--- config.mk ---
export PLATFORM = sky130hd
export DESIGN_NAME = dimb_top
export DESIGN_NICKNAME = d
export VERILOG_FILES = /design/src/core/dimb_pkg.sv /design/src/core/dimb_mask_if.sv /design/src/core/dimb_mask_reg.sv /design/src/core/dimb_top.sv
export SDC_FILE = /design/constraint.sdc
export NUM_CORES = 1
export LEC_CHECK = 0
export BUFFER_PORTS_ARGS = -buffer_cell sky130_fd_sc_hd__buf_2
export CAP_MARGIN = 5
export CORE_MARGIN = 2
export CORE_UTILIZATION = 30
export CTS_BUF_LIST = sky130_fd_sc_hd__clkbuf_4 sky130_fd_sc_hd__clkbuf_8
export CTS_CLUSTER_SIZE = 10
export DETAILED_ROUTE_END_ITERATION = 8
export PLACE_DENSITY_LB_ADDON = 0.15
export SLEW_MARGIN = 15
export SYNTH_ARGS = -nofsm -noshare
export SYNTH_HDL_FRONTEND = slang
export SYNTH_HIERARCHICAL = 1
export SYNTH_SLANG_ARGS = --single-unit
--- constraint.sdc ---
create_clock -name sys_clk -period 1.8 [get_ports sys_clk]
set_input_delay 0.36 -clock sys_clk [delete_from_list [all_inputs] [get_ports sys_clk]]
set_output_delay 0.36 -clock sys_clk [all_outputs]
set_load 0.01 [all_outputs]
--- src/core/dimb_pkg.sv ---
// shared constants, types and decode for the dma interrupt mask bank
package dimb_pkg;

  // geometry
  localparam int unsigned CH_N  = 3;
  localparam int unsigned SET_N = 4;
  localparam int unsigned OFS_W = 12;

  // register offsets from the controller base
  localparam logic [11:0] OFS_BLOCK_DONE_MASK       = 12'h318;
  localparam logic [11:0] OFS_BLOCK_DONE_MASK_UPPER = 12'h31C;
  localparam logic [11:0] OFS_SOURCE_DONE_MASK      = 12'h320;
  localparam logic [11:0] OFS_SOURCE_DONE_MASK_UPPER = 12'h324;
  localparam logic [11:0] OFS_DEST_DONE_MASK        = 12'h328;
  localparam logic [11:0] OFS_DEST_DONE_MASK_UPPER  = 12'h32C;
  localparam logic [11:0] OFS_FAULT_MASK            = 12'h330;

  // field positions inside a low mask register
  localparam int unsigned MASK_LSB  = 0;
  localparam int unsigned WR_EN_LSB = 8;

  // values after reset
  localparam logic [CH_N-1:0] MASK_RST  = 3'h0;
  localparam logic [31:0]     RDATA_RST = 32'h0000_0000;

  // mask set indices
  localparam logic [1:0] SET_BLOCK  = 2'h0;
  localparam logic [1:0] SET_SOURCE = 2'h1;
  localparam logic [1:0] SET_DEST   = 2'h2;
  localparam logic [1:0] SET_FAULT  = 2'h3;

  // bus encodings
  localparam logic [2:0] HSIZE_WORD = 3'h2;

  // data-phase sequencer of the bus slave
  typedef enum {DP_IDLE, DP_ERR_FIRST, DP_ERR_LAST} dimb_dphase_e;

  typedef struct packed {
    logic       mask_hit;
    logic       rsvd_hit;
    logic [1:0] set;
  } dimb_dec_s;

  function automatic dimb_dec_s dimb_decode(input logic [OFS_W-1:0] ofs);
    dimb_dec_s d;
    d = '0;
    case (ofs)
      OFS_BLOCK_DONE_MASK:        begin d.mask_hit = 1'b1; d.set = SET_BLOCK;  end
      OFS_SOURCE_DONE_MASK:       begin d.mask_hit = 1'b1; d.set = SET_SOURCE; end
      OFS_DEST_DONE_MASK:         begin d.mask_hit = 1'b1; d.set = SET_DEST;   end
      OFS_FAULT_MASK:             begin d.mask_hit = 1'b1; d.set = SET_FAULT;  end
      OFS_BLOCK_DONE_MASK_UPPER,
      OFS_SOURCE_DONE_MASK_UPPER,
      OFS_DEST_DONE_MASK_UPPER:   d.rsvd_hit = 1'b1;
      default:                    d = '0;
    endcase
    return d;
  endfunction : dimb_decode

endpackage : dimb_pkg

--- src/core/dimb_mask_if.sv ---
// write port and stored value of one per-channel mask set
`timescale 1ns/1ps
interface dimb_mask_if #(
  parameter int unsigned CH = 3
);
  logic          wr_stb;
  logic [CH-1:0] wr_mask;
  logic [CH-1:0] wr_en;
  logic [CH-1:0] mask_cur;
  logic [CH-1:0] mask_next;

  modport ctrl  (output wr_stb, output wr_mask, output wr_en,
                 input mask_cur, input mask_next);
  modport store (input wr_stb, input wr_mask, input wr_en,
                 output mask_cur, output mask_next);
endinterface : dimb_mask_if

--- src/core/dimb_mask_reg.sv ---
// one mask set: a bit changes only when its own write enable is set
`timescale 1ns/1ps
module dimb_mask_reg #(
  parameter int unsigned CH = 3
) (
  // clock and reset
  input wire logic   sys_clk,
  input wire logic   srst,
  // write port and stored mask
  dimb_mask_if.store mif
);

  logic [CH-1:0] mask_r;
  logic [CH-1:0] mask_nxt;

  always_comb begin
    mask_nxt = mask_r;
    for (int i = 0; i < CH; i++) begin
      // enable clear leaves the bit alone, so no read-modify-write is needed
      if (mif.wr_stb && mif.wr_en[i]) begin
        mask_nxt[i] = mif.wr_mask[i];
      end
    end
  end

  always_ff @(posedge sys_clk) begin
    if (srst) begin
      mask_r <= CH'(dimb_pkg::MASK_RST);
    end else begin
      mask_r <= mask_nxt;
    end
  end

  assign mif.mask_cur  = mask_r;
  assign mif.mask_next = mask_nxt;

endmodule : dimb_mask_reg

--- src/core/dimb_top.sv ---
// dma interrupt mask bank: ahb slave, four mask sets and event gating
//
// Overview of operation
// - block done mask, bits 2:0, reset zero
// - source done mask, bits 2:0, reset zero
// - destination done mask, bits 2:0, reset zero
// - fault mask, bits 2:0, one unmasks
// - mask bit written only with its enable
// - cleared enable keeps stored mask unchanged
`timescale 1ns/1ps
module dimb_top #(
  parameter int unsigned CH = dimb_pkg::CH_N
) (
  // clock and reset
  input  wire logic          sys_clk,
  input  wire logic          srst,
  // ahb slave
  input  wire logic          hsel,
  input  wire logic [31:0]   haddr,
  input  wire logic [1:0]    htrans,
  input  wire logic          hwrite,
  input  wire logic [2:0]    hsize,
  input  wire logic [31:0]   hwdata,
  input  wire logic          hready,
  output logic               hreadyout,
  output logic               hresp,
  output logic [31:0]        hrdata,
  // raw channel events, one bit per channel
  input  wire logic [CH-1:0] evt_block_done,
  input  wire logic [CH-1:0] evt_source_done,
  input  wire logic [CH-1:0] evt_dest_done,
  input  wire logic [CH-1:0] evt_fault,
  // gated events and combined interrupt
  output logic [CH-1:0]      irq_block_done,
  output logic [CH-1:0]      irq_source_done,
  output logic [CH-1:0]      irq_dest_done,
  output logic [CH-1:0]      irq_fault,
  output logic               dma_irq
);

  localparam int unsigned SET_N = dimb_pkg::SET_N;

  // address phase
  logic                  ap_take;
  dimb_pkg::dimb_dec_s   ap_dec;
  logic                  ap_hit;

  // data phase state
  dimb_pkg::dimb_dphase_e dp_state_r;
  dimb_pkg::dimb_dphase_e dp_state_nxt;
  logic                  dp_wr_r;
  logic                  dp_wr_nxt;
  logic [1:0]            dp_set_r;
  logic [1:0]            dp_set_nxt;
  logic [31:0]           hrdata_r;
  logic [31:0]           hrdata_nxt;

  // mask sets
  logic [CH-1:0]         mask_now  [SET_N];
  logic [CH-1:0]         mask_fwd  [SET_N];
  logic [CH-1:0]         evt_set   [SET_N];

  // gated outputs
  logic [CH-1:0]         gated_r   [SET_N];
  logic [CH-1:0]         gated_nxt [SET_N];
  logic                  irq_r;
  logic                  irq_nxt;

  assign ap_take = hsel && htrans[1] && hready;
  assign ap_dec  = dimb_pkg::dimb_decode(haddr[dimb_pkg::OFS_W-1:0]);
  assign ap_hit  = ap_dec.mask_hit || ap_dec.rsvd_hit;

  assign evt_set[dimb_pkg::SET_BLOCK]  = evt_block_done;
  assign evt_set[dimb_pkg::SET_SOURCE] = evt_source_done;
  assign evt_set[dimb_pkg::SET_DEST]   = evt_dest_done;
  assign evt_set[dimb_pkg::SET_FAULT]  = evt_fault;

  // one mask register per event class
  for (genvar g = 0; g < SET_N; g++) begin : g_set
    dimb_mask_if #(.CH(CH)) mif ();

    // write lands in the data phase, when hwdata is on the bus
    assign mif.wr_stb  = dp_wr_r && (dp_set_r == 2'(g));
    assign mif.wr_en   = hwdata[dimb_pkg::WR_EN_LSB +: CH];
    assign mif.wr_mask = hwdata[dimb_pkg::MASK_LSB +: CH];
    assign mask_now[g] = mif.mask_cur;
    assign mask_fwd[g] = mif.mask_next;

    dimb_mask_reg #(.CH(CH)) u_mask (
      .sys_clk (sys_clk),
      .srst    (srst),
      .mif     (mif.store)
    );
  end

  // bus slave: zero wait on mapped offsets, two-cycle error elsewhere
  always_comb begin
    dp_state_nxt = dp_state_r;
    dp_wr_nxt    = 1'b0;
    dp_set_nxt   = dp_set_r;
    hrdata_nxt   = hrdata_r;
    case (dp_state_r)
      dimb_pkg::DP_IDLE: begin
        if (ap_take && !ap_hit) begin
          dp_state_nxt = dimb_pkg::DP_ERR_FIRST;
        end
      end
      dimb_pkg::DP_ERR_FIRST: begin
        dp_state_nxt = dimb_pkg::DP_ERR_LAST;
      end
      dimb_pkg::DP_ERR_LAST: begin
        if (ap_take && !ap_hit) begin
          dp_state_nxt = dimb_pkg::DP_ERR_FIRST;
        end else begin
          dp_state_nxt = dimb_pkg::DP_IDLE;
        end
      end
      default: begin
        dp_state_nxt = dimb_pkg::DP_IDLE;
      end
    endcase
    if (ap_take) begin
      hrdata_nxt = dimb_pkg::RDATA_RST;
      if (ap_hit) begin
        // narrow writes are ignored: mask and enable lanes must arrive together
        dp_wr_nxt  = hwrite && ap_dec.mask_hit && (hsize == dimb_pkg::HSIZE_WORD);
        dp_set_nxt = ap_dec.set;
        if (!hwrite && ap_dec.mask_hit) begin
          // forwarded value covers a write in the data phase now ending
          hrdata_nxt[dimb_pkg::MASK_LSB +: CH] = mask_fwd[ap_dec.set];
        end
      end
    end
  end

  always_ff @(posedge sys_clk) begin
    if (srst) begin
      dp_state_r <= dimb_pkg::DP_IDLE;
      dp_wr_r    <= 1'b0;
      dp_set_r   <= dimb_pkg::SET_BLOCK;
      hrdata_r   <= dimb_pkg::RDATA_RST;
    end else begin
      dp_state_r <= dp_state_nxt;
      dp_wr_r    <= dp_wr_nxt;
      dp_set_r   <= dp_set_nxt;
      hrdata_r   <= hrdata_nxt;
    end
  end

  assign hreadyout = (dp_state_r != dimb_pkg::DP_ERR_FIRST);
  assign hresp     = (dp_state_r != dimb_pkg::DP_IDLE);
  assign hrdata    = hrdata_r;

  // event gating; raw status lives upstream and is untouched by the mask
  always_comb begin
    irq_nxt = 1'b0;
    for (int s = 0; s < SET_N; s++) begin
      gated_nxt[s] = evt_set[s] & mask_now[s];
      irq_nxt      = irq_nxt | (|gated_nxt[s]);
    end
  end

  always_ff @(posedge sys_clk) begin
    if (srst) begin
      irq_r <= 1'b0;
      for (int s = 0; s < SET_N; s++) begin
        gated_r[s] <= '0;
      end
    end else begin
      irq_r <= irq_nxt;
      for (int s = 0; s < SET_N; s++) begin
        gated_r[s] <= gated_nxt[s];
      end
    end
  end

  assign irq_block_done  = gated_r[dimb_pkg::SET_BLOCK];
  assign irq_source_done = gated_r[dimb_pkg::SET_SOURCE];
  assign irq_dest_done   = gated_r[dimb_pkg::SET_DEST];
  assign irq_fault       = gated_r[dimb_pkg::SET_FAULT];
  assign dma_irq         = irq_r;

endmodule : dimb_top

Yosys cells after proc, flatten, opt, wreduce, memory -nomap -nowiden. Memory sizes are Yosys's and may differ from the RTL's. Index checks and enable logic that the tools add are counted.

Bitwise operators: 14. Equality and inequality tests: 15. Reductions and logical operators: 36. Muxes and demuxes: 30. $lt $le $gt $ge: 1.

Operators by type and width (number): $pmux W32 S3 (1); $eq A12 B10 Y1 const B (7); $eq A32 B1 Y1 const B (1); $eq A32 B2 Y1 const B (1); $logic_not A32 Y1 (1); $mux W32 (1); $ne A32 B2 Y1 const B (1); $reduce_bool A32 Y1 (1); $mux W3 (8); $logic_and A1 B1 Y1 (22); $mux W1 (18); $reduce_or A3 Y1 (6); $and A3 B3 Y3 (4); $or A1 B1 Y1 (7); $bmux W3 S2 (1); $pmux W2 S3 (1); $eq A2 B2 Y1 const B (2); $reduce_or A4 Y1 (1); $eq A3 B2 Y1 const B (1); $ge A3 B3 Y1 const B (1); $not A2 Y3 (1); $eq A2 B1 Y1 const B (1); $logic_not A1 Y1 (2); $logic_not A2 Y1 (1); other kinds (4) (5).

Logic and storage cells: 106. Input port bits: 86. Bits in writable memories: 12. Memories kept: 1. Register bits after elaboration: 51.

Memory list: gated_r (depth 4, width 3, rd ports 4, clocked after Yosys merged registers in 0, write ports 4, line dimb_top.sv:64) `logic [CH-1:0] gated_r [SET_N];`.

Depth between registers and ports, before layout. Gate-level depths: netlist of the first run.

Word-level depth: 9. Gate-level depth with buffers: 8. Gate-level depth less buffers: 8.

Hierarchy. The synthesis of the first run kept the hierarchy.

Modules (own cells, without submodules): dimb_top (times used 1, sequential area each 420.4 um2, cells each 148, area an instance 1262.5 um2); dimb_mask_reg (times used 4, sequential area each 60.1 um2, cells each 15, area an instance 135.1 um2).

Worst setup path before layout of the first run. No wires, ideal clock.

Kind: input port to flip-flop. From: input port haddr[4]. To: register hrdata_r[0] (netlist: hrdata[0]). Cell stages on the path: 5. Path slack: 0.212 ns. Arrival: 1.501 ns. Library setup time: 0.086 ns. Cells stage by stage: buf_4 > a21boi_1 > o21ai_2 > or4_4 > a221oi_2.

Longest elaborated chain between the ends: 8. Elaborated cells between the ends (all ways): 20. Classes of those cells: eq/ne (7); mux (8); bitwise (1); reduce/logical (4).

RTL lines: start: declaration (line dimb_top.sv:19) `input wire logic [31:0] haddr,`; $eq A12 B10 Y1 (line dimb_pkg.sv:47) `case (ofs)`; $pmux W2 S3 (line dimb_pkg.sv:47); $not A2 Y3 (not written as such) (line dimb_top.sv:130) `hrdata_nxt[dimb_pkg::MASK_LSB +: CH] = mask_fwd[ap_dec.set];`; $bmux W3 S2 (line dimb_top.sv:130); $mux W3 (not written as such) (2 in a row) (line dimb_top.sv:130); $mux W3 (line dimb_top.sv:128) `if (!hwrite && ap_dec.mask_hit) begin`; $mux W3 * (line dimb_top.sv:124) `if (ap_hit) begin`; end signal: assignment (line dimb_top.sv:141) `hrdata_r <= dimb_pkg::RDATA_RST;`; end signal: assignment (line dimb_top.sv:146) `hrdata_r <= hrdata_nxt;`; end: declaration (line dimb_top.sv:55) `logic [31:0] hrdata_r;`.

Every way passes the cells marked *; elsewhere a longest branch is shown, timed or not. The select of a mux whose other input is x is not followed. A chain may end at the register's enable or synchronous reset.

Worst setup path after layout of the first run.
From: register dp_set_r[1]. To: register hrdata_r[1] (netlist: hrdata[1]).

Longest elaborated chain between the ends: 9. Elaborated cells between the ends (all ways): 21. Classes of those cells: eq/ne (3); mux (9); reduce/logical (9).

RTL lines: start: declaration (line dimb_top.sv:53) `logic [1:0] dp_set_r;`; start signal: assignment (line dimb_top.sv:140) `dp_set_r <= dimb_pkg::SET_BLOCK;`; start signal: assignment (line dimb_top.sv:145) `dp_set_r <= dp_set_nxt;`; $eq A2 B1 Y1 (line dimb_top.sv:83) `assign mif.wr_stb = dp_wr_r && (dp_set_r == 2'(g));`; $logic_and A1 B1 Y1 (line dimb_top.sv:83); named net g_set[1].mif.wr_stb (line dimb_mask_if.sv:6) `logic wr_stb;`; $logic_and A1 B1 Y1 (line dimb_mask_reg.sv:20) `if (mif.wr_stb && mif.wr_en[i]) begin`; $mux W1 (line dimb_mask_reg.sv:20); named net g_set[1].mif.mask_next[1] (line dimb_mask_if.sv:10) `logic [CH-1:0] mask_next;`; $bmux W3 S2 (line dimb_top.sv:130); $mux W3 (not written as such) (2 in a row) (line dimb_top.sv:130); $mux W3 (line dimb_top.sv:128); $mux W3 (line dimb_top.sv:124).

The timed path passes the listed nets, and every way through them passes these cells. The select of a mux whose other input is x is not followed.

==> impl_results.md, run 1 <==
- Status: finished, final reports clean
- Top cells by area, synth: dfxtp_1, buf_4, a21bo_1
- Ant diodes: 0
- Final setup viols: 0
- Crit-path most repeated cell: nor2_1
- Most instantiated library cell after synthesis: dfxtp_1
- Antenna violations before repair: 0
- R2R depth: 8
- Clock Skew: 0.00189 ns
- RSZ-0062 raised after global routing: false
- Synth cell count leaders: dfxtp_1, buf_4, nand2_1
- Critical path type: reg2reg
- Top-area cell type share of the netlist area: 0.366
- Leakage Power: ~1.0 nW
- Mean Syn Cell Area: slightly below 9 um^2
- CP Cell Sequence: nor2_1 -> buf_4 -> a21bo_1 -> nand2_1 -> nor2_1 -> and4_1 -> o21a_1 -> o31ai_1
- DIE AREA: roughly 6600 um^2
- Worst skew pair latency: ~0.29 ns
- Total track usage: 0.128
- Vias in the first global route: 1360
- CP Launch Type: flip-flop
- Via count: around 1600
- Flops & latches, synth: 33
- Reg2Reg Launch Point: dp_set_r[1]$_SDFFE_PP0P_
- Critical path data arrival time: 1.76 ns
- Setup TNS Final: 0 ns
- Setup Buffers After CTS: 0
- Leading area contributor after synthesis: dfxtp_1
- Crit path max fanout: 6
- Antenna viol nets, final: 0
- Clk sink count: 33
- Max-capacitance violation count: 0
- EDFF count, synth: 0
- Layout cells sized above 1: 0.322
- Gr ovfl total: 0
- Pre-CTS setup slack: 0.0637 ns
- Clock Tree Root: clkbuf_8
- Total Wirelength: 4080 um
- Hold Buf Count CTS: 0
- Hold Crit Class: in2reg
- GP Congestion: 0.728
- Cell Pwr Density: 678 nW/um^2
- Fmax: 642 MHz
- # H-tree levels: 2
- Post-DP HPWL: 3180 um
- Max VDD drop: 279 uV
- Min Tclk post-route: around 1.6 ns
- IO buf count: 56
- Reg-to-reg endpoint: hrdata[1]$_SDFFE_PP0P_
- Vias per cell: about 4.5
- Drt pass-1 iters: 4
- Area delta synth->final: 22.4%
- Nets: 361
- CTS tree: done
- Initial DRC count: 80
- First-pass GRT wire length: approximately 6400 um
- Starting Density: 0.308
- Yosys warns: 6
- Slowest stage delay, CP: 0.39 ns
- Library cells used by synthesis: 48
- Worst path slowest cell: dfxtp_1
- Final WS setup: 0.243 ns
- Clk slew on worst S/H paths: 0.07 ns
- Core Footprint: about 6000 um^2
- Die X: ~80 um
- WP data required: approximately 2 ns
- Die height: 81.5 um
- Mapped Area: 1800 um^2
- CTS buffer count: 5
- Num rows: 28
- Setup crit end kind: flip-flop
- Fraction of registers with async set/reset: 0
- Residual DRC: 0
- Final core occ: 0.377
- I/O pin count: between 100 and 150
- Post-synth top flop: dfxtp_1
- Setup crit end: hrdata[1]$_SDFFE_PP0P_
- Worst R2R Setup Slack: between 0.2 and 0.25 ns
- Fin. Hold Viols: 0
- Largest net degree at the start of global routing: 34
- WL/cell: 11.6 um
- Crit path from: dp_set_r[1]$_SDFFE_PP0P_
- Post-synthesis cell count: 208
- Clock Path Buffers: 2
- Final Max Slew Viols: 0
- Post-cts sizing count: 0
- Post-synthesis sequential area ratio: 0.366
- Tcrit/Tclk final: 0.865
metal layers:
layer | up-vias | GRT usage | wire [um]
li1 | 815 | - | -
met1 | 688 | 0.165 | 1950
met2 | 57 | 0.202 | 1770
met3 | 6 | 0.0341 | 292
met4 | 0 | 0.0508 | 64
met5 | - | 0 | 0
kinds of logic (layout without fill, tap and decap cells):
group	after synthesis	count (layout)	share of synthesized area
and+or+nand+nor	94	94	0.278
AOI/OAI and AO/OA	41	41	0.189
buffers and inverters	34	74	0.137
DFF	33	33	0.366
muxes	4	4	0.0229
other	1	29	0.00208
xor gates and xnor gates	1	1	0.00486
registers in the layout, summed over array words and instances, names as in the netlist:
register                   flops
dp_state_r                     2
hrdata                         3
dma_irq                        1
dp_set_r                       2
dp_wr_r                        1
gated_r                       12
g_set.u_mask/mif.mask_cur     12
layout by cell type (no fill, tap or decap), types with 3 or more instances in the layout:
cell type | synthesis | routed
a21bo_1 | 12 | 12
a21oi_1 | 9 | 9
a21oi_2 | 4 | 4
buf_2 | 0 | 56
buf_4 | 30 | 9
clkbuf_8 | 0 | 7
conb_1 | 1 | 29
dfxtp_1 | 33 | 33
mux2i_1 | 3 | 3
nand2_1 | 29 | 29
nand2b_1 | 3 | 3
nand3_1 | 13 | 13
nand4_1 | 5 | 5
nor2_1 | 19 | 19
nor3b_1 | 4 | 4
o21a_1 | 3 | 3
report_power, final:
part	internal (W)	total [W]	switching [W]
registers	0.000731	0.000731	0.000000741
clock network	0.000346	0.000623	0.000278
logic	0.0000519	0.000142	0.0000906
worst max-delay path: cells and delay by family, from the launching register on:
kind	cells	cell delay, ns
AO/OA/AOI/OAI	3	0.56
AND/OR/NAND/NOR	4	0.38
flip-flops	1	0.39
buffers and inverters	1	0.16
layout make-up:
| type | count | area [um^2] |
|---|---|---|
| clock buffer | 7 | 96.3 |
| fill | 644 | 3640 |
| tap | 75 | 93.8 |
| clock inverter | 1 | 5.00 |
| sequential | 33 | 661 |
| inverter | 1 | 3.75 |
| multi-input combinational | 169 | 1000 |
| timing repair buffer | 65 | 348 |
per-stage QoR:
stage / cell area, um^2 / power, W / hold WS [ns] / instances
2_1_floorplan: 1910 / 0.000861 / 0.413 / 236
3_3_place_gp: 2110 / 0.000890 / 0.454 / 343
3_5_place_dp: 2110 / 0.000890 / 0.449 / 343
4_1_cts: 2210 / 0.00152 / 0.307 / 351
5_1_grt: 2210 / 0.00157 / 0.313 / 351
6_report: 2210 / 0.00150 / 0.309 / 351
how the worst min path moves through the flow:
stage / start / to / slack, ns / depth (start not counted)
after global placement: g_set[1].u_mask/mif.mask_cur[0]$_SDFF_PP0_ / gated_r[1][0]$_SDFF_PP0_ / 0.45 / 2
after global routing: evt_source_done[0] / gated_r[1][0]$_SDFF_PP0_ / 0.31 / 3
after CTS: evt_block_done[2] / gated_r[0][2]$_SDFF_PP0_ / 0.31 / 3
after floorplan: dp_state_r[0]$_SDFFE_PP0P_ / dp_state_r[0]$_SDFFE_PP0P_ / 0.41 / 1
after detailed placement: g_set[0].u_mask/mif.mask_cur[0]$_SDFF_PP0_ / gated_r[0][0]$_SDFF_PP0_ / 0.45 / 2
final: evt_block_done[2] / gated_r[0][2]$_SDFF_PP0_ / 0.31 / 3
Note: power is estimated with default switching activity, not from simulation.
==> run 2, diff against run 1 <==
--- a/config.mk
+++ b/config.mk
@@ -5,7 +5,7 @@
 export SDC_FILE = /design/constraint.sdc
 export NUM_CORES = 1
 export LEC_CHECK = 0
-export BUFFER_PORTS_ARGS = -buffer_cell sky130_fd_sc_hd__buf_2
+export BUFFER_PORTS_ARGS = -buffer_cell sky130_fd_sc_hd__buf_4
 export CAP_MARGIN = 5
 export CORE_MARGIN = 2
 export CORE_UTILIZATION = 30
==> impl_results.md, run 2 (synthesis results as in run 1) <==
- # H-tree levels: 2 (unchanged)
- Die X: 81.5 um (unchanged)
- Fin. Hold Viols: 0 (unchanged)
- Min Tclk post-route: 1.54 ns (-0.0131 ns)
- Core Footprint: 5850 um^2 (unchanged)
- Fmax: 648 MHz (+0.85%)
- Crit-path most repeated cell: nor2_1
- Multi-input logic area: 1000 um^2 (unchanged)
- Antenna viol nets, final: 0 (unchanged)
- Status: finished, final reports clean
- Ant diodes: 0 (unchanged)
- Comb pwr share: 0.114 (+0.019)
- Starting Density: 0.308 (unchanged)
- Total Wirelength: 4140 um (+1.5%)
- Clk slew on worst S/H paths: 0.07 ns (about the same)
- Pint: 0.00109 W (-3.6%)
- Buf+Inv Stages, Crit Path: 1 (unchanged)
- Worst path slowest cell: dfxtp_1
- Hold Buf Count CTS: 0 (unchanged)
- Residual DRC: 0 (unchanged)
- Largest net degree at the start of global routing: 34 (unchanged)
- Num rows: 28 (unchanged)
- Final Max Slew Viols: 0 (unchanged)
- Clock Skew: 0.00356 ns (+0.00167 ns)
- Drt pass-1 iters: 4 (unchanged)
- Critical path type: reg2reg
- Sw Share: 0.246 (-0.000771)
- Crit path max fanout: 6 (unchanged)
- Post-cts sizing count: 0 (unchanged)
- Clock Path Buffers: 2 (unchanged)
- Commonest non-fill, non-tap cells in the layout: buf_4, dfxtp_1, nand2_1, conb_1, nor2_1
- Post-DP HPWL: 3320 um (+4.3%)
- Commonest non-fill, non-tap cell in the layout: buf_4
- CP Launch Type: flip-flop
- Total track usage: 0.133 (+0.00555)
- Slowest stage delay, CP: 0.39 ns (about the same)
- Setup TNS Final: 0 ns (unchanged)
- CTS tree: done
- CTS buffer count: 5 (unchanged)
- Worst skew pair latency: 0.28 ns (about the same)
- Via count: 1580 (+0.89%)
- Setup Buffers After CTS: 0 (unchanged)
- Gr ovfl total: 0 (unchanged)
- Clock Tree Root: clkbuf_8
- RSZ-0062 raised after global routing: false
- Pre-CTS setup slack: 0.0670 ns (+0.00332 ns)
- Clk sink count: 33 (unchanged)
- Leakage Power: 1.07 nW (+2.1%)
- CP Cell Sequence: nor2_1 -> buf_4 -> a21bo_1 -> nand2_1 -> nor2_1 -> and4_1 -> o21a_1 -> o31ai_1
- Max VDD drop: 322 uV (+16%)
- DIE AREA: 6650 um^2 (unchanged)
- Vias per cell: 4.51 (+1.2%)
- Final setup viols: 0 (unchanged)
- Cell Pwr Density: 621 nW/um^2 (-8.5%)
- Setup crit end kind: flip-flop
- Antenna violations before repair: 0 (unchanged)
- Area delta synth->final: 28.9%
- Die height: 81.5 um (unchanged)
- Max-capacitance violation count: 0 (unchanged)
- WL/cell: 11.8 um (+1.8%)
- Vias in the first global route: 1433 (+5.4%)
- Clock power frac: 0.379 (-0.037)
- Critical path data arrival time: 1.74 ns (-0.02 ns)
- Tcrit/Tclk final: 0.858 (-0.00729)
- WP data required: 2.00 ns (about the same)
- Sequential Power Share: 0.507 (+0.019)
- Register area: 661 um^2 (unchanged)
- CP top delay family: compound AO/OA/AOI/OAI gates
- Hold Crit Class: in2reg
- I/O pin count: 133 (unchanged)
- GP Congestion: 0.743 (+2.0%)
- Fill cells: 639 (-0.78%)
- Final WS setup: 0.256 ns (+0.0131 ns)
- Net Switching: 0.000355 W (-4.0%)
- First-pass GRT wire length: 6690 um (+5.2%)
- Nets: 360 (-0.28%)
- Layout cells sized above 1: 0.320 (-0.00246)
- IO buf count: 56 (unchanged)
- Initial DRC count: 87 (+8.8%)
-- run 2: final timing paths --
check,end,slack [ns],start,cells past startpoint
setup / recovery,hrdata[1]$_SDFFE_PP0P_,0.26,dp_set_r[1]$_SDFFE_PP0P_,8
hold / removal,gated_r[0][2]$_SDFF_PP0_,0.32,evt_block_done[2],3
setup reg to reg,hrdata[1]$_SDFFE_PP0P_,0.26,dp_set_r[1]$_SDFFE_PP0P_,8
hold reg to reg,gated_r[1][0]$_SDFF_PP0_,0.46,g_set[1].u_mask/mif.mask_cur[0]$_SDFF_PP0_,2
-- run 2: cell type report --
cell class              instances  share of cell area
multi-input cells             169               0.430
flip-flops and latches         33               0.284
repair buffers                 64               0.207
well taps                      75              0.0404
clock buffers                   6              0.0328
clock inverters                 2             0.00431
inverters                       1             0.00161
-- run 2: metrics by stage --
stage | util | hold slack (ns) | total power [W] | cell area [um^2] | std cells
2_1_floorplan | - | 0.413 | 0.000861 | 1910 | 236
3_3_place_gp | 0.383 | 0.456 | 0.000912 | 2240 | 342
3_5_place_dp | 0.383 | 0.456 | 0.000912 | 2240 | 342
4_1_cts | 0.397 | 0.314 | 0.00146 | 2320 | 350
5_1_grt | 0.397 | 0.314 | 0.00152 | 2320 | 350
6_report | 0.397 | 0.317 | 0.00144 | 2320 | 350
-- run 2: layer usage --
layer / wire length (um) / share of wire / GRT usage / vias up
li1: - / - / - / 816
met1: 1950 / 0.47 / 0.177 / 704
met2: 1840 / 0.44 / 0.214 / 55
met3: 308 / 0.074 / 0.0341 / 5
met4: 46 / 0.011 / 0.0356 / 0
met5: 0 / 0 / 0 / -
-- run 2: power by group through the flow --
stage / registers (W) / logic (W) / clock network [W]
floorplan: 0.000748 / 0.000113 / 0
global placement: 0.000748 / 0.000164 / 0
detailed placement: 0.000748 / 0.000164 / 0
CTS: 0.000731 / 0.000165 / 0.000567
global route: 0.000731 / 0.000184 / 0.000608
finish: 0.000732 / 0.000164 / 0.000547
-- run 2: worst reg2reg max path, cell delays in order (launching register included) --
cell,delay [ns]
dfxtp_1,0.39
nor2_1,0.07
buf_4,0.16
a21bo_1,0.18
nand2_1,0.07
nor2_1,0.04
and4_1,0.18
o21a_1,0.17
o31ai_1,0.22
==> run 3, diff against run 2 <==
--- a/config.mk
+++ b/config.mk
@@ -9,10 +9,9 @@
 export CAP_MARGIN = 5
 export CORE_MARGIN = 2
 export CORE_UTILIZATION = 30
-export CTS_BUF_LIST = sky130_fd_sc_hd__clkbuf_4 sky130_fd_sc_hd__clkbuf_8
 export CTS_CLUSTER_SIZE = 10
 export DETAILED_ROUTE_END_ITERATION = 8
-export PLACE_DENSITY_LB_ADDON = 0.15
+export MAX_ROUTING_LAYER = met4
 export SLEW_MARGIN = 15
 export SYNTH_ARGS = -nofsm -noshare
 export SYNTH_HDL_FRONTEND = slang
==> impl_results.md, run 3 (synthesis results as in run 1) <==
- Antenna violations before repair: 0 (unchanged)
- Critical path data arrival time: 1.75 ns (about the same)
- Clock Skew: 0.00414 ns (+0.000576 ns)
- Pre-CTS setup slack: 0.0432 ns (-0.0237 ns)
- Max VDD drop: 326 uV (+1.1%)
- Die height: 81.5 um (unchanged)
- Crit path max fanout: 5 (-1)
- CP Launch Type: flip-flop
- DIE AREA: 6650 um^2 (unchanged)
- Clk slew on worst S/H paths: 0.06 ns (about the same)
- Cell Pwr Density: 618 nW/um^2 (-0.40%)
- Tcrit/Tclk final: 0.873 (+0.0151)
- Worst R2R Setup Slack: 0.23 ns (-0.03 ns)
- Total Wirelength: 4090 um (-1.2%)
- Nets: 359 (-0.28%)
- Residual DRC: 0 (unchanged)
- Num rows: 28 (unchanged)
- Layout cells sized above 1: 0.315 (-0.00498)
- Commonest non-fill, non-tap cell in the layout: buf_4
- WP data required: 1.98 ns (-0.02 ns)
- Clock Path Buffers: 2 (unchanged)
- Multi-input logic area: 1000 um^2 (+0.25%)
- Clk sink count: 33 (unchanged)
- Setup crit end kind: flip-flop
- Setup crit end: hrdata[2]$_SDFFE_PP0P_
- Final setup viols: 0 (unchanged)
- Critical path type: reg2reg
- Initial DRC count: 73 (-16%)
- Gr ovfl total: 0 (unchanged)
- Drt pass-1 iters: 4 (unchanged)
- Via count: 1568 (-0.76%)
- Cell Area, Placed: 2230 um^2 (-0.34%)
- Area delta synth->final: 28.7%
- I/O pin count: 133 (unchanged)
- RSZ-0062 raised after global routing: false
- # H-tree levels: 2 (unchanged)
- Finished Cell Area: 2320 um^2 (-0.22%)
- Die X: 81.5 um (unchanged)
- Reg-to-reg endpoint: hrdata[2]$_SDFFE_PP0P_
- R2R depth: 8 (unchanged)
- Reg2Reg Launch Point: dp_set_r[0]$_SDFFE_PP0P_
- Commonest non-fill, non-tap cells in the layout: buf_4, dfxtp_1, nand2_1, conb_1, nor2_1
- IO buf count: 56 (unchanged)
- CTS buffer count: 5 (unchanged)
- Final WS setup: 0.229 ns (-0.0272 ns)
- Starting Density: 0.308 (unchanged)
- Setup Buffers After CTS: 0 (unchanged)
- GP Congestion: 0.799 (+7.5%)
- Max-capacitance violation count: 0 (unchanged)
- Core Footprint: 5850 um^2 (unchanged)
- Fill cells: 605 (-5.3%)
- Hold Buf Count CTS: 0 (unchanged)
- Total track usage: 0.131 (-0.00217)
- Register area: 661 um^2 (unchanged)
- Placed instance count: 341 (-0.29%)
- Fin. Hold Viols: 0 (unchanged)
- Worst skew pair latency: 0.27 ns (about the same)
- Crit path from: dp_set_r[0]$_SDFFE_PP0P_
- Post-cts sizing count: 0 (unchanged)
- Leakage Power: 1.06 nW (-0.88%)
- Setup TNS Final: 0 ns (unchanged)
- Min Tclk post-route: 1.57 ns (+0.0272 ns)
- Antenna viol nets, final: 0 (unchanged)
- Ant diodes: 0 (unchanged)
- Vias per cell: 4.51 (-0.19%)
- Largest net degree at the start of global routing: 34 (unchanged)
- Post-DP HPWL: 3280 um (-1.2%)
- Vias in the first global route: 1405 (-2.0%)
- First-pass GRT wire length: 6460 um (-3.5%)
- WL/cell: 11.7 um (-0.62%)
- Clock Tree Root: clkbuf_8
- Status: finished, final reports clean
- CTS tree: done
- Final Max Slew Viols: 0 (unchanged)
- Fin cells: 348 (-0.57%)
- Hold Crit Class: in2reg
- Fmax: 636 MHz (-1.7%)
==> run 3: critical path: stages, from the launching register on <==
cell	delay [ns]
dfxtp_1	0.39
nand2_1	0.08
nor2_2	0.13
buf_4	0.15
nand3_1	0.10
nand2_1	0.07
nor3b_1	0.17
o22ai_1	0.11
a221oi_2	0.29
==> run 3: where the power goes <==
group | internal, W | switching [W]
Sequential | 0.000731 | 0.000000655
Combinational | 0.0000732 | 0.0000896
Clock | 0.000303 | 0.000236
Total | 0.00111 | 0.000327
==> run 3: metal layers <==
metal  track usage  up-vias  routed length (um)
met5             -        -                   0
met4        0.0475        0                  26
met3        0.0242        2                 252
met2         0.210       61                1970
met1         0.165      698                1840
li1              -      807                   -
==> run 3: cell type report <==
class / instances / area share
Clock buffer: 7 / 0.0372
Inverter: 1 / 0.00162
Multi-Input combinational cell: 169 / 0.432
Sequential cell: 33 / 0.285
Tap cell: 75 / 0.0405
Timing Repair Buffer: 63 / 0.204
==> run 3: worst min-delay path by stage <==
| stage | from | end | slack (ns) | cells past startpoint |
|---|---|---|---|---|
| 3_5_place_dp | g_set[3].u_mask/mif.mask_cur[0]$_SDFF_PP0_ | gated_r[3][0]$_SDFF_PP0_ | 0.45 | 2 |
| 3_3_place_gp | g_set[1].u_mask/mif.mask_cur[0]$_SDFF_PP0_ | gated_r[1][0]$_SDFF_PP0_ | 0.45 | 2 |
| 5_1_grt | hsize[0] | dp_wr_r$_SDFF_PP0_ | 0.33 | 3 |
| 6_report | evt_fault[0] | gated_r[3][0]$_SDFF_PP0_ | 0.33 | 3 |
| 4_1_cts | evt_dest_done[0] | gated_r[2][0]$_SDFF_PP0_ | 0.32 | 3 |
| 2_1_floorplan | dp_state_r[0]$_SDFFE_PP0P_ | dp_state_r[0]$_SDFFE_PP0P_ | 0.41 | 1 |
==> run 3: metrics by stage <==
| step | hold WS [ns] | power [W] | util |
|---|---|---|---|
| finish | 0.327 | 0.00143 | 0.396 |
| global route | 0.327 | 0.00151 | 0.396 |
| CTS | 0.322 | 0.00146 | 0.396 |
| detailed placement | 0.451 | 0.000911 | 0.381 |
| floorplan | 0.413 | 0.000861 | - |
| global placement | 0.451 | 0.000909 | 0.381 |
